==> src/verilog/afr_pkg.sv <==
// constants for the amplifier fault report and output arrangement block
// assumes a single 100 MHz clock and a byte-wide register bank
package afr_pkg;
  localparam int unsigned CLOCK_MHZ = 100;
  localparam logic [6:0] ADDR_FAULT_CONTROL = 7'h2D;   // decimal 45
  localparam logic [6:0] ADDR_FAULT_LOG     = 7'h6D;   // decimal 109
  localparam logic [6:0] ADDR_FAULT_LIVE    = 7'h7C;   // decimal 124
  localparam logic [6:0] ADDR_RO_FIRST      = 7'h60;   // decimal 96
  localparam int unsigned CLEAR_BIT_POS     = 2;
  localparam logic [7:0] CONTROL_RESET      = 8'h00;
  localparam logic [7:0] LOG_RESET          = 8'h00;
  localparam int unsigned FAULT_WIDTH       = 8;
  // fault vector bit positions
  localparam int unsigned BIT_DC_OFFSET   = 7;
  localparam int unsigned BIT_PIN_SHORT   = 6;
  localparam int unsigned BIT_OVERTEMP    = 5;
  localparam int unsigned BIT_TEMP_WARN   = 4;
  localparam int unsigned BIT_UNDERVOLT   = 3;
  localparam int unsigned BIT_PLL         = 2;
  localparam int unsigned BIT_OVERCURRENT = 1;
  localparam int unsigned BIT_AUX_FAULT   = 0;
  // output arrangements, one-hot
  typedef enum logic [3:0] {
    AFR_PARALLEL_BRIDGED_MONO = 4'h1,
    AFR_SE2_PLUS_BRIDGED      = 4'h2,
    AFR_BRIDGED_DIFFERENTIAL2 = 4'h4,
    AFR_SINGLE_ENDED_OUTPUT4  = 4'h8
  } afr_arrangement_type;
endpackage

==> src/verilog/afr_sticky_bit.sv <==
// one sticky fault bit: sets on the source, clears on request
// assumes synchronous inputs; the set wins over a clear in the same cycle
`timescale 1ns/1ps
module afr_sticky_bit (
  // clock and reset
  input  wire logic i_clock,
  input  wire logic i_reset_n,
  // control
  input  wire logic i_source,
  input  wire logic i_clear,
  // state
  output logic      o_sticky
);
  logic next_sticky;

  always_comb begin
    next_sticky = o_sticky;
    if (i_clear) begin
      next_sticky = 1'b0;
    end
    if (i_source) begin
      next_sticky = 1'b1;
    end
  end

  always_ff @(posedge i_clock) begin
    if (!i_reset_n) begin
      o_sticky <= 1'b0;
    end else begin
      o_sticky <= next_sticky;
    end
  end
endmodule // afr_sticky_bit

==> src/verilog/afr_fault_supervisor.sv <==
// fault report, register bank subset and output arrangement decode
// assumes the serial decoder presents byte reads/writes as one-cycle strobes
// and that all pins are synchronous to the master clock
//
// Overview of operation
// - alert pin pulls low one clock after any fault source becomes active
// - alert pin is open drain: only driven low, external pull-up
// - live fault register at 124 shows sources unlatched
// - sticky log at 109 sets on a fault and holds until cleared
// - setting then clearing bit 2 of register 45 empties the sticky log, except bits of faults still live
// - both fault registers share one bit order, dc offset at bit 7
// - two strap pins select one of four output arrangements
// - bridged arrangement pairs two half bridges into one differential channel
// - parallel bridged drives both bridged pairs with the same mono signal
// - addresses 96 to 127 are read-only; writes are ignored
`timescale 1ns/1ps
module afr_fault_supervisor (
  // clock and reset (active-low enable pin doubles as reset)
  input  wire logic        i_clock,
  input  wire logic        i_reset_n,
  // protection sources
  input  wire logic [7:0]  i_fault_sources,
  // strap pins
  input  wire logic        i_arrangement_strap_a,
  input  wire logic        i_arrangement_strap_b,
  // mute pin, active low
  input  wire logic        i_mute_n,
  // register port from the serial decoder
  input  wire logic [6:0]  i_reg_addr,
  input  wire logic        i_reg_write,
  input  wire logic        i_reg_read,
  input  wire logic [7:0]  i_reg_wdata,
  output logic      [7:0]  o_reg_rdata,
  output logic             o_reg_rvalid,
  // alert pin, open drain
  output logic             o_fault_alert_out,
  output logic             o_fault_alert_oe,
  // output arrangement
  output logic      [3:0]  o_arrangement,
  output logic      [1:0]  o_bridged_pairs,
  output logic      [3:0]  o_single_ended_stages,
  output logic             o_parallel_bridged_mono,
  output logic             o_stage_run
);
  logic [7:0] live;
  logic [7:0] next_live;
  logic [7:0] control;
  logic [7:0] next_control;
  logic [7:0] sticky;
  logic       clear_pulse;
  logic [7:0] next_rdata;
  logic       next_rvalid;
  afr_pkg::afr_arrangement_type arr;
  afr_pkg::afr_arrangement_type next_arr;

  // live copy; sources are already in bit order
  always_comb begin
    next_live = i_fault_sources;
  end

  always_ff @(posedge i_clock) begin
    if (!i_reset_n) begin
      live <= 8'h00;
    end else begin
      live <= next_live;
    end
  end

  // control register; clear fires on the falling edge of the clear bit
  always_comb begin
    next_control = control;
    if (i_reg_write && i_reg_addr == afr_pkg::ADDR_FAULT_CONTROL) begin
      next_control = i_reg_wdata;
    end
  end

  assign clear_pulse = control[afr_pkg::CLEAR_BIT_POS] && !next_control[afr_pkg::CLEAR_BIT_POS];

  always_ff @(posedge i_clock) begin
    if (!i_reset_n) begin
      control <= afr_pkg::CONTROL_RESET;
    end else begin
      control <= next_control;
    end
  end

  genvar g;
  generate
    for (g = 0; g < afr_pkg::FAULT_WIDTH; g++) begin : g_sticky
      afr_sticky_bit u_bit (
        .i_clock   (i_clock),
        .i_reset_n (i_reset_n),
        .i_source  (live[g]),
        .i_clear   (clear_pulse),
        .o_sticky  (sticky[g])
      );
    end
  endgenerate

  // open drain alert: drive low only while a fault is live
  assign o_fault_alert_out = 1'b0;
  assign o_fault_alert_oe  = |live;

  // register reads; writes to the read-only range never reach state
  always_comb begin
    next_rdata  = 8'h00;
    next_rvalid = i_reg_read;
    if (i_reg_read) begin
      unique case (i_reg_addr)
        afr_pkg::ADDR_FAULT_CONTROL: next_rdata = control;
        afr_pkg::ADDR_FAULT_LOG:     next_rdata = sticky;
        afr_pkg::ADDR_FAULT_LIVE:    next_rdata = live;
        default:                     next_rdata = 8'h00;
      endcase
    end
  end

  always_ff @(posedge i_clock) begin
    if (!i_reset_n) begin
      o_reg_rdata  <= 8'h00;
      o_reg_rvalid <= 1'b0;
    end else begin
      o_reg_rdata  <= next_rdata;
      o_reg_rvalid <= next_rvalid;
    end
  end

  // strap decode (a, b)
  always_comb begin
    unique case ({i_arrangement_strap_a, i_arrangement_strap_b})
      2'b00:   next_arr = afr_pkg::AFR_PARALLEL_BRIDGED_MONO;
      2'b01:   next_arr = afr_pkg::AFR_SE2_PLUS_BRIDGED;
      2'b10:   next_arr = afr_pkg::AFR_BRIDGED_DIFFERENTIAL2;
      default: next_arr = afr_pkg::AFR_SINGLE_ENDED_OUTPUT4;
    endcase
  end

  always_ff @(posedge i_clock) begin
    if (!i_reset_n) begin
      arr <= afr_pkg::AFR_SINGLE_ENDED_OUTPUT4;
    end else begin
      arr <= next_arr;
    end
  end

  // stage pairing: bit n of bridged pairs joins half bridges 2n and 2n+1
  always_comb begin
    o_arrangement           = arr;
    o_bridged_pairs         = 2'h0;
    o_single_ended_stages   = 4'h0;
    o_parallel_bridged_mono = 1'b0;
    unique case (arr)
      afr_pkg::AFR_PARALLEL_BRIDGED_MONO: begin
        o_bridged_pairs         = 2'h3;
        o_parallel_bridged_mono = 1'b1;
      end
      afr_pkg::AFR_SE2_PLUS_BRIDGED: begin
        o_bridged_pairs       = 2'h2;
        o_single_ended_stages = 4'h3;
      end
      afr_pkg::AFR_BRIDGED_DIFFERENTIAL2: begin
        o_bridged_pairs = 2'h3;
      end
      afr_pkg::AFR_SINGLE_ENDED_OUTPUT4: begin
        o_single_ended_stages = 4'hF;
      end
    endcase
  end

  // stage runs only when enabled (out of reset) and unmuted
  assign o_stage_run = i_reset_n && i_mute_n;

  // live and strap decode antecedents carry i_reset_n so the edge that releases reset starts no check on reset state
  a_alert_follows_live: assert property (@(posedge i_clock) disable iff (!i_reset_n)
    (o_fault_alert_oe == (live != 8'h00))) else $error("alert does not follow live faults");
  a_alert_pull_only: assert property (@(posedge i_clock) disable iff (!i_reset_n)
    (o_fault_alert_out == 1'b0)) else $error("alert driven high");
  a_live_tracks_src: assert property (@(posedge i_clock) disable iff (!i_reset_n)
    i_reset_n |=> (live == $past(i_fault_sources))) else $error("live register lags");
  a_sticky_sets_src: assert property (@(posedge i_clock) disable iff (!i_reset_n)
    (live[5]) |=> sticky[5]) else $error("sticky bit missed a fault");
  a_sticky_holds: assert property (@(posedge i_clock) disable iff (!i_reset_n)
    (sticky[7] && !clear_pulse) |=> sticky[7]) else $error("sticky bit lost");
  a_clear_empties: assert property (@(posedge i_clock) disable iff (!i_reset_n)
    (clear_pulse && live == 8'h00) |=> (sticky == 8'h00)) else $error("clear failed");
  a_log_live_order: assert property (@(posedge i_clock) disable iff (!i_reset_n)
    (live[7] && !clear_pulse) |=> sticky[7]) else $error("bit order mismatch");
  a_strap_decode: assert property (@(posedge i_clock) disable iff (!i_reset_n)
    (i_reset_n && {i_arrangement_strap_a, i_arrangement_strap_b} == 2'b10) |=>
    (arr == afr_pkg::AFR_BRIDGED_DIFFERENTIAL2)) else $error("strap decode wrong");
  a_mono_both_pairs: assert property (@(posedge i_clock) disable iff (!i_reset_n)
    o_parallel_bridged_mono |-> (o_bridged_pairs == 2'h3)) else $error("mono lacks both pairs");
  a_ro_write_ignored: assert property (@(posedge i_clock) disable iff (!i_reset_n)
    (i_reg_write && i_reg_addr >= afr_pkg::ADDR_RO_FIRST) |=> $stable(control)) else $error("ro write took");
  a_new_after_clear: assert property (@(posedge i_clock) disable iff (!i_reset_n)
    (clear_pulse && live[1]) |=> sticky[1]) else $error("fault lost at clear");
  a_read_live_data: assert property (@(posedge i_clock) disable iff (!i_reset_n)
    (i_reg_read && i_reg_addr == afr_pkg::ADDR_FAULT_LIVE) |=> (o_reg_rdata == $past(live)))
    else $error("live read wrong");
  a_read_log_data: assert property (@(posedge i_clock) disable iff (!i_reset_n)
    (i_reg_read && i_reg_addr == afr_pkg::ADDR_FAULT_LOG) |=> (o_reg_rdata == $past(sticky)))
    else $error("log read wrong");
  a_rvalid_pulse: assert property (@(posedge i_clock) disable iff (!i_reset_n)
    i_reg_read |=> o_reg_rvalid) else $error("read not answered");
  a_rvalid_single: assert property (@(posedge i_clock) disable iff (!i_reset_n)
    !i_reg_read |=> !o_reg_rvalid) else $error("answer without read");
  a_sticky_no_spur: assert property (@(posedge i_clock) disable iff (!i_reset_n)
    (!live[0] && !sticky[0]) |=> !sticky[0]) else $error("sticky bit set without fault");
  a_log_write_ignored: assert property (@(posedge i_clock) disable iff (!i_reset_n)
    (i_reg_write && i_reg_addr == afr_pkg::ADDR_FAULT_LOG && !clear_pulse) |=>
    (sticky == ($past(sticky) | $past(live)))) else $error("log write took");
  a_strap_mono_decode: assert property (@(posedge i_clock) disable iff (!i_reset_n)
    (i_reset_n && {i_arrangement_strap_a, i_arrangement_strap_b} == 2'b00) |=>
    (arr == afr_pkg::AFR_PARALLEL_BRIDGED_MONO)) else $error("mono strap decode wrong");
  a_strap_se_decode: assert property (@(posedge i_clock) disable iff (!i_reset_n)
    (i_reset_n && {i_arrangement_strap_a, i_arrangement_strap_b} == 2'b11) |=>
    (arr == afr_pkg::AFR_SINGLE_ENDED_OUTPUT4)) else $error("single ended strap decode wrong");
  a_bridged_pairs: assert property (@(posedge i_clock) disable iff (!i_reset_n)
    (arr == afr_pkg::AFR_BRIDGED_DIFFERENTIAL2) |-> (o_bridged_pairs == 2'h3 && o_single_ended_stages == 4'h0))
    else $error("bridged pairing wrong");
endmodule // afr_fault_supervisor

==> config.mk <==
export PLATFORM = sky130hd
export DESIGN_NAME = afr_fault_supervisor
export DESIGN_NICKNAME = d
export VERILOG_FILES = /design/src/verilog/afr_pkg.sv /design/src/verilog/afr_sticky_bit.sv /design/src/verilog/afr_fault_supervisor.sv
export SDC_FILE = /design/constraint.sdc
export NUM_CORES = 1
export LEC_CHECK = 0
export ABC_AREA = 1
export BUFFER_PORTS_ARGS = -buffer_cell sky130_fd_sc_hd__buf_2
export CORE_ASPECT_RATIO = 0.75
export CORE_MARGIN = 4
export CORE_UTILIZATION = 52
export DETAILED_ROUTE_END_ITERATION = 7
export PLACE_DENSITY = 0.9
export SLEW_MARGIN = 20
export SYNTH_ARGS = -nofsm -noshare
export SYNTH_HDL_FRONTEND = slang
export SYNTH_SLANG_ARGS = --single-unit
==> constraint.sdc <==
create_clock -name i_clock -period 2.35 [get_ports i_clock]
set_input_delay 0.3525 -clock i_clock [delete_from_list [all_inputs] [get_ports i_clock]]
set_output_delay 0.3525 -clock i_clock [all_outputs]
set_load 0.005 [all_outputs]
Word-level counts from Yosys, hierarchy flattened
Cells that the tools add are included.
{"block": "word_totals", "in_bits": 30, "ff_bits": 37, "output_inout_bits": 23}
{"block": "op_classes", "mux": 15, "reduce_logical": 16, "n_eq_ne": 9}
{"cell": "$pmux W8 S3", "n": 1}
{"cell": "$reduce_bool A2 Y1", "n": 8}
{"cell": "$eq A7 B7 Y1 const B", "n": 2}
{"cell": "$pmux W4 S3", "n": 1}
{"cell": "$mux W1", "n": 10}
{"cell": "$pmux W4 S2", "n": 1}
{"cell": "$reduce_or A8 Y1", "n": 1}
{"cell": "$eq A7 B6 Y1 const B", "n": 1}
{"cell": "$eq A4 B1 Y1 const B", "n": 1}
{"cell": "$eq A4 B2 Y1 const B", "n": 1}
{"cell": "$eq A4 B3 Y1 const B", "n": 1}
{"cell": "$eq A4 B4 Y1 const B", "n": 1}
{"cell": "$pmux W2 S2", "n": 1}
{"cell": "$logic_and A1 B1 Y1", "n": 3}
{"cell": "$mux W3", "n": 1}
{"cell": "$eq A2 B1 Y1 const B", "n": 1}
{"cell": "$eq A2 B2 Y1 const B", "n": 1}
{"cell": "$logic_not A2 Y1", "n": 1}
{"cell": "$reduce_and A2 Y1", "n": 1}
{"cell": "$reduce_or A2 Y1", "n": 1}
{"cell": "$logic_not A1 Y1", "n": 1}

Depth between registers and ports, before layout
Gate-level depths: netlist of run 1.
{"block": "logic_depth", "depth_word": 7, "ltp_mapped": 9, "mapped_depth_nobuf": 8}

Cells and area by module
A second synthesis of run 1 with hierarchy kept.
{"block": "unflattened", "cells_unflattened": 239, "area_unflattened_um2": 1669.1}
{"module": "afr_fault_supervisor", "cells_each": 191, "seq_area_each_um2": 580.6, "area_per_inst_um2": 1318.8, "n_inst": 1}
{"module": "afr_sticky_bit", "cells_each": 6, "seq_area_each_um2": 20.0, "area_per_inst_um2": 43.8, "n_inst": 8}

Worst setup path after synthesis of run 1
No wires, ideal clock.
{"block": "synth_path", "path_type": "register to output", "startpoint": "reg arr[1], in the netlist o_arrangement[1]", "endpoint": "out o_single_ended_stages[1]", "stages_incl_launch_ff": 5, "slack_ps": 1038, "required_ps": 1997, "n_path_buf": 1, "arrival_ps": 960, "path_cell_list": "dfxtp_1 > nor2_1 > inv_1 > o31ai_1 > buf_4"}
{"block": "synth_between", "elab_chain_cells": 2, "word_cells_on_any_way": 3, "cone_classes": "2 x eq/ne; 1 x mux"}
{"element": "from (decl)", "line_no": "afr_fault_supervisor.sv:53", "source": "afr_pkg::afr_arrangement_type arr;"}
{"element": "from (signal assigned)", "line_no": "afr_fault_supervisor.sv:140", "source": "arr <= afr_pkg::AFR_SINGLE_ENDED_OUTPUT4;"}
{"element": "from (signal assigned)", "line_no": "afr_fault_supervisor.sv:142", "source": "arr <= next_arr;"}
{"element": "$eq A4 B4 Y1 or $eq A4 B2 Y1 (tied branches)", "line_no": "afr_fault_supervisor.sv:152", "source": "unique case (arr)"}
{"element": "$pmux W4 S2 *", "line_no": "afr_fault_supervisor.sv:152"}
{"element": "to (decl)", "line_no": "afr_fault_supervisor.sv:41", "source": "output logic [3:0] o_single_ended_stages,"}
Every way passes the cells marked *; elsewhere a longest branch is shown, timed or not.

Worst setup path in the final report of run 1
Same ends and word-level chain as after synthesis.

==> run summary, run 1 <==
Critical path class: register to primary output
Crit-path cells: nor2_1 > inv_1 > o31ai_1 > buf_2
Hold Crit Class: input pin to register
WL/cell: 11.0 um
Syn avg cell area: 7.60 um^2
Startpoint Class: register
CP Buf/Inv Count: 2
Antenna violations before repair: 0
Clock sinks: 37
Sw Ratio: 20.9%
Mapped cell area: 0.00151 mm^2
EDFF count, synth: 0
Port bufs: 51
YS warnings: 0
Status: finished clean
WL met1: 1.34 mm
# IOs: 53
Final wirelength: 3.15 mm
Post-synthesis cell count: 199
CP delay by family, top: flip-flops
CTS HTree Levels: 2
Die ar.: 0.00384 mm^2
DRT iter0 DRCs: 56
Num CTS Buffers: 5
Clock latency at the later pin of the worst-skew pair: 0.29 ns
WL met3: 293 um
Final Worst Setup Slack: 0.793 ns
CP arrival: 1.20 ns
Pwr Density: 698 mW/mm^2
Int Pwr: 1.04 mW
Residual DRC: 0
Final Core Density: 69.6%
Worst-case clock buffer depth: 2
Synthesis-to-finish area growth: 24.5%
Setup Buffers After CTS: 0
WP data required: 2.00 ns
CTS tree: done
Clk pin slew, worst setup/hold paths: 0.07 ns
Synth Register Bits: 37
First-pass GRT wire length: 5.60 mm
Total core area: 0.00270 mm^2
Asr flop ratio synth: 0%
Ant diodes: 0
Row cnt: 16
CTS resizes: 0
Max_cap viols: 0
NetSw: 0.275 mW
Hold_buf cts: 0
Starting Density: 55.9%
Peak VDD IR: 0.384 mV
Mapped Nets: 229
Pin count of the biggest net entering global routing: 19
Vias in the first global route: 1312
Via Count: 1386
RSZ-0062 raised after global routing: false
Die Wd: 70.3 um
Sum of negative setup slack: 0 ns
Routability congestion estimate: 0.861
Layout cells sized above 1: 28.3%
Gate power share: 7.9%
CP max stage cell: dfxtp_1
Clk network pwr share: 41.8%
Fmax: 642 MHz
CP max stage delay: 0.33 ns
Overall power consumption: 1.31 mW
Congestion Overflow GR: 0
Root Buffer: clkbuf_8
Leakage: 1.01 nW
GRT Total Usage: 18.7%
Met2 WL: 1.48 mm
Period utilisation layout: 66.2%
CP Max Fanout: 4
Fin. Hold Viols: 0
Final layout net count: 280
Via/cell ratio: 4.83
Fill count: 227
Synth cell types: 24
Final setup vio count: 0
DR pass1 iterations: 5
Register area share after synthesis: 49.0%
Post-DP HPWL: 2.43 mm
Height of the die: 54.7 um
Sequential power share: 50.3%
Max Slew Vio Count: 0
Final Critical Period: 1.56 ns
Worst Setup End Kind: primary output
Remaining antenna violation count: 0
Uppermost layer routed: met4
Final Skew: 0.0130 ns
Synth Flop Type: dfxtp_1
Dpl ws: 0.845 ns
## power groups by stage
stage | combinational, mW | sequential (mW) | clock [mW]
after CTS | 0.105 | 0.661 | 0.557
after floorplan | 0.0606 | 0.672 | 0
after detailed placement | 0.104 | 0.675 | 0
after global placement | 0.101 | 0.674 | 0
after global routing | 0.120 | 0.664 | 0.584
final | 0.104 | 0.661 | 0.549
## logic make-up (layout without fill, tap and decap cells)
family | Yosys count | in the layout | synth area share (%)
simple gates | 88 | 88 | 27.3
other cells | 1 | 1 | 0.248
compound gates | 27 | 27 | 10.7
buf+inv | 46 | 98 | 12.7
flops | 37 | 37 | 49.0
## through the flow
step	hold WS [ns]	cell area [um^2]	std cells
after global placement	0.451	1770	279
after CTS	0.244	1880	287
final	0.249	1880	287
after global routing	0.251	1880	287
after floorplan	0.425	1510	199
after detailed placement	0.452	1770	279
## layout by cell type (no fill, tap or decap), drive strengths merged
| cell type | instances |
|---|---|
| dfxtp | 37 |
| bufinv | 1 |
| o211ai | 8 |
| nor2 | 10 |
| o21ai | 1 |
| inv | 38 |
| nand2 | 51 |
| nand4 | 1 |
| buf | 51 |
| clkinv | 1 |
| nand3 | 22 |
| a21oi | 17 |
| nor4 | 2 |
| o31ai | 1 |
| nor3 | 2 |
| conb | 1 |
| clkbuf | 7 |
## final timing paths
kind | startpoint | endpoint | cells after the start | slack (ns)
max reg2reg | control[2] | g_sticky[0].u_bit.o_sticky | 3 | 1.41
min | i_fault_sources[4] | live[4] | 3 | 0.25
max | o_arrangement[1] | o_single_ended_stages[1] | 4 | 0.79
min reg2reg | control[1] | control[1] | 2 | 0.47
## area by class of cell
class	count	area, um^2	area share (%)
clock inverters	1	30.0	1.60
well taps	36	45.0	2.39
clock buffers	7	86.3	4.59
flip-flops and latches	37	741	39.4
multi-input cells	116	578	30.7
repair buffers	51	255	13.6
inverters	39	146	7.78
## worst register-to-register path: stages (launching register included)
cell	delay (ns)
dfxtp_1	0.38
nand4_2	0.24
nand2_1	0.13
a21oi_1	0.07
## synthesized netlist by cell type, types with 3 or more instances
library cell	number	area (um^2)
nor2_1	7	26.3
nand2_2	3	18.8
o211ai_1	8	60.1
inv_2	3	11.3
buf_4	3	22.5
dfxtp_1	37	741
nand2_1	48	180
inv_1	35	131
nand3_1	20	100
a21oi_1	16	80.1
## layer usage
layer  global-route usage [%]  up-vias
li1                         -      719
met1                     22.6      596
met2                     32.0       66
met3                     5.87        5
met4                     7.32        0
met5                        0        -
## sequential cells by signal, summed over array words and instances, names as in the netlist
signal                   cells
control                      8
g_sticky.u_bit.o_sticky      8
live                         8
o_arrangement                4
o_reg_rdata                  8
o_reg_rvalid                 1
No activity file was read; power rests on OpenSTA's default activity.
==> run 2, diff against run 1 <==
- CORE_UTILIZATION: 52 -> 48
- PLACE_DENSITY: 0.9 -> 0.84
- clock period: 2.35 -> 1.65 ns (I/O delays scaled with it)
==> run summary, run 2 (synthesized netlist as in run 1, its figures left out) <==
Post-DP HPWL: 2.62 mm (was 2.43 mm)
Fill count: 274 (was 227)
DRT iter0 DRCs: 70 (was 56)
RSZ-0062 raised after global routing: false (unchanged)
Status: finished clean (unchanged)
Root Buffer: clkbuf_8 (unchanged)
Final Core Density: 63.0% (was 69.6%)
Clk pin slew, worst setup/hold paths: 0.07 ns (about the same)
WP data required: 1.40 ns (was 2.00 ns)
Hold_buf cts: 0 (unchanged)
Setup crit start: o_arrangement[1] (unchanged)
Final layout net count: 281 (was 280)
Pin count of the biggest net entering global routing: 19 (unchanged)
CP max stage cell: dfxtp_1 (unchanged)
CP max stage delay: 0.33 ns (about the same)
Die Wd: 72.8 um (was 70.3 um)
Height of the die: 56.6 um (was 54.7 um)
Num CTS Buffers: 5 (unchanged)
Clock latency at the later pin of the worst-skew pair: 0.28 ns (was 0.29 ns)
CP delay by family, top: flip-flops (unchanged)
Routability congestion estimate: 0.804 (was 0.861)
Pwr Density: 939 mW/mm^2 (was 698 mW/mm^2)
Crit-path cells: nor2_1 > inv_1 > o31ai_1 > buf_2 (unchanged)
CP Buf/Inv Count: 2 (unchanged)
Clock sinks: 37 (unchanged)
Max_cap viols: 0 (unchanged)
Worst Setup End Kind: primary output (unchanged)
CTS resizes: 0 (unchanged)
Antenna violations before repair: 0 (unchanged)
Hold Crit Class: input pin to register (unchanged)
Port bufs: 51 (unchanged)
Period utilisation layout: 87.2%
Critical path class: register to primary output (unchanged)
Fin. Hold Viols: 0 (unchanged)
Final wirelength: 3.26 mm (was 3.15 mm)
Most frequent cells in the layout: buf_2 (51), nand2_1 (48), dfxtp_1 (37) (unchanged)
RR Startpoint: control[2] (unchanged)
Worst hold start: i_fault_sources[6] (was i_fault_sources[4])
Overall power consumption: 1.76 mW (was 1.31 mW)
Leakage: 1.01 nW (about the same)
Remaining antenna violation count: 0 (unchanged)
Row cnt: 17 (was 16)
Final setup vio count: 0 (unchanged)
Residual DRC: 0 (unchanged)
First-pass GRT wire length: 5.48 mm (was 5.60 mm)
Max Slew Vio Count: 0 (unchanged)
Finished Layout Cells: 290 (was 287)
Setup Buffers After CTS: 0 (unchanged)
CTS tree: done (unchanged)
Commonest non-fill, non-tap cell in the layout: buf_2 (unchanged)
Fmax: 695 MHz
Total core area: 0.00298 mm^2 (was 0.00270 mm^2)
WL/cell: 11.2 um (was 11.0 um)
Worst-case clock buffer depth: 2 (unchanged)
Vias in the first global route: 1321 (was 1312)
Cell count after placement: 282 (was 279)
# IOs: 53 (unchanged)
Via/cell ratio: 4.86 (was 4.83)
Ant diodes: 0 (unchanged)
Sum of negative setup slack: 0 ns (unchanged)
Starting Density: 50.8% (was 55.9%)
Die ar.: 0.00412 mm^2 (was 0.00384 mm^2)
Placed instance area: 0.00178 mm^2 (was 0.00177 mm^2)
CP arrival: 1.19 ns (was 1.20 ns)
Startpoint Class: register (unchanged)
Congestion Overflow GR: 0 (unchanged)
GRT Total Usage: 16.7% (was 18.7%)
CTS HTree Levels: 2 (unchanged)
Final Critical Period: 1.44 ns
Fin area: 0.00188 mm^2 (about the same)
DR pass1 iterations: 4 (was 5)
Peak VDD IR: 0.564 mV (was 0.384 mV)
CP Max Fanout: 4 (unchanged)
Layout cells sized above 1: 29.0% (was 28.3%)
Via Count: 1409 (was 1386)
Synthesis-to-finish area growth: 24.2% (was 24.5%)
Final Skew: 0.00740 ns (was 0.0130 ns)
## run 2: routing by layer
layer / vias to the layer above / track usage [%] / wire, um
met3: 5 / 5.37 / 261
met1: 631 / 21.6 / 1510
met4: 0 / 5.53 / 41
met5: - / 0 / 0
li1: 724 / - / -
met2: 49 / 26.0 / 1450
## run 2: worst paths after layout
kind | endpoint | slack [ns] | cells after the start
worst max-delay path | o_single_ended_stages[1] | 0.21 | 4
worst min-delay path | live[6] | 0.15 | 3
worst max register to register | g_sticky[2].u_bit.o_sticky | 0.71 | 3
worst min register to register | g_sticky[5].u_bit.o_sticky | 0.47 | 2
## run 2: area by class of cell
class / count / area, um^2 / area share [%]
clock buffer: 7 / 96.3 / 5.13
inverter: 39 / 146 / 7.80
tap: 38 / 47.5 / 2.53
timing repair buffer: 52 / 263 / 14.0
sequential: 37 / 741 / 39.5
multi-input combinational: 116 / 578 / 30.8
clock inverter: 1 / 5.00 / 0.267
## run 2: power by group
group | total (mW) | switching (mW) | leakage (nW) | internal [mW]
registers | 0.940 | 0.0165 | 0.303 | 0.924
logic | 0.151 | 0.0854 | 0.656 | 0.0655
clock network | 0.671 | 0.294 | 0.0542 | 0.377
total | 1.76 | 0.396 | 1.01 | 1.37
## run 2: metrics by stage
stage	hold slack, ns	setup WS, ns
after floorplan	0.320	0.443
after global placement	0.433	0.290
after global routing	0.152	0.0888
after CTS	0.136	0.191
after detailed placement	0.435	0.239
final	0.145	0.211
## run 2: worst register-to-register path, cell delays in order, from the launching register on
cell and delay, ns:
dfxtp_1 0.38, nand4_2 0.23, nand2_1 0.13, a21oi_1 0.06
==> run 3, diff against run 2 <==
- CORE_UTILIZATION: 48 -> 52
- PLACE_DENSITY: 0.84 -> 0.9
- clock period: 1.65 -> 1.7 ns (I/O delays scaled with it)
==> run summary, run 3 (synthesized netlist as in run 1, its figures left out) <==
Final layout net count: 280 (was 281)
R2R Setup Slk: 0.75 ns (was 0.71 ns)
Worst Setup EP: o_single_ended_stages[1] (unchanged)
Final Worst Setup Slack: 0.229 ns (was 0.211 ns)
Final setup vio count: 0 (unchanged)
Overall power consumption: 1.71 mW (was 1.76 mW)
Status: finished clean (unchanged)
Leakage: 1.01 nW (about the same)
Dpl ws: 0.285 ns (was 0.239 ns)
Starting Density: 55.9% (was 50.8%)
Finished Layout Cells: 287 (was 290)
Max Slew Vio Count: 0 (unchanged)
GRT Total Usage: 17.9% (was 16.7%)
RSZ-0062 raised after global routing: false (unchanged)
Row cnt: 16 (was 17)
Via Count: 1383 (was 1409)
Peak VDD IR: 0.744 mV (was 0.564 mV)
Congestion Overflow GR: 0 (unchanged)
Remaining antenna violation count: 0 (unchanged)
R2R cell count: 3 (unchanged)
CTS HTree Levels: 2 (unchanged)
Hold_buf cts: 0 (unchanged)
Cell count after placement: 279 (was 282)
Startpoint Class: register (unchanged)
Post-DP HPWL: 2.50 mm (was 2.62 mm)
Max_cap viols: 0 (unchanged)
Multi-input logic area: 578 um^2 (unchanged)
Pin count of the biggest net entering global routing: 19 (unchanged)
Hold Crit Class: input pin to register (unchanged)
CP Max Fanout: 4 (unchanged)
Final Skew: 0.00669 ns (was 0.00740 ns)
CTS tree: done (unchanged)
# IOs: 53 (unchanged)
Worst-case clock buffer depth: 2 (unchanged)
Num CTS Buffers: 5 (unchanged)
Worst Setup End Kind: primary output (unchanged)
CP arrival: 1.22 ns (was 1.19 ns)
Total core area: 0.00270 mm^2 (was 0.00298 mm^2)
Port bufs: 51 (unchanged)
Residual DRC: 0 (unchanged)
Fill count: 240 (was 274)
Ant diodes: 0 (unchanged)
DR pass1 iterations: 4 (unchanged)
First-pass GRT wire length: 5.33 mm (was 5.48 mm)
Setup crit start: o_arrangement[1] (unchanged)
Clock latency at the later pin of the worst-skew pair: 0.28 ns (about the same)
Fin. Hold Viols: 0 (unchanged)
Pwr Density: 917 mW/mm^2 (was 939 mW/mm^2)
Worst hold start: i_fault_sources[1] (was i_fault_sources[6])
Via/cell ratio: 4.82 (was 4.86)
Hold Slack: 0.150 ns (was 0.145 ns)
WP data required: 1.44 ns (was 1.40 ns)
Most frequent cells in the layout: buf_2 (51), nand2_1 (48), dfxtp_1 (37) (unchanged)
Final wirelength: 3.21 mm (was 3.26 mm)
Die Wd: 70.3 um (was 72.8 um)
RR Startpoint: control[2] (unchanged)
Height of the die: 54.7 um (was 56.6 um)
Period utilisation layout: 86.6%
Clk pin slew, worst setup/hold paths: 0.07 ns (about the same)
WL/cell: 11.2 um (about the same)
Antenna violations before repair: 0 (unchanged)
Routability congestion estimate: 0.860 (was 0.804)
DRT iter0 DRCs: 72 (was 70)
Clock sinks: 37 (unchanged)
Fmax: 680 MHz
Critical path class: register to primary output (unchanged)
Layout cells sized above 1: 28.7% (was 29.0%)
Synthesis-to-finish area growth: 23.5% (was 24.2%)
Commonest non-fill, non-tap cell in the layout: buf_2 (unchanged)
Final Critical Period: 1.47 ns
Placed instance area: 0.00177 mm^2 (was 0.00178 mm^2)
Final Core Density: 69.1% (was 63.0%)
Root Buffer: clkbuf_8 (unchanged)
Vias in the first global route: 1285 (was 1321)
Register area: 741 um^2 (unchanged)
Fin area: 0.00187 mm^2 (was 0.00188 mm^2)
Setup Buffers After CTS: 0 (unchanged)
Reg2reg end: g_sticky[5].u_bit.o_sticky (was g_sticky[2].u_bit.o_sticky)
CTS resizes: 0 (unchanged)
Sum of negative setup slack: 0 ns (unchanged)
Die ar.: 0.00384 mm^2 (was 0.00412 mm^2)
run 3: changes by cell type in the layout (fill, tap and decap cells not counted):
cell,delta
buf_4,-1
run 3: power breakdown:
group	switching, mW	total, mW	internal (mW)
Clock	0.288	0.654	0.366
Combinational	0.0822	0.144	0.0619
Sequential	0.0182	0.915	0.897
run 3: worst min-delay path by stage:
stage,slack [ns],cells after the start,endpoint
after floorplan,0.33,1,o_arrangement[0]
after global placement,0.44,3,live[5]
after detailed placement,0.44,3,live[1]
after CTS,0.15,3,live[1]
after global routing,0.15,3,live[6]
final,0.15,3,live[1]
run 3: cell type report:
cell class / count / area share (%)
multi-input cells: 116 / 31.0
flip-flops and latches: 37 / 39.7
clock buffers: 7 / 5.16
repair buffers: 51 / 13.7
inverters: 39 / 7.84
clock inverters: 1 / 0.268
well taps: 36 / 2.41
run 3: worst max-delay path: stages (launching register included):
cell,delay [ns]
dfxtp_1,0.33
nor2_1,0.15
inv_1,0.07
o31ai_1,0.22
buf_2,0.16
run 3: routing by layer:
layer | share of wire, % | vias to the layer above | track usage [%]
li1 | - | 720 | -
met1 | 43 | 597 | 20.6
met2 | 46 | 62 | 30.9
met3 | 9.7 | 4 | 6.24
met4 | 1.1 | 0 | 7.64
met5 | 0 | - | 0
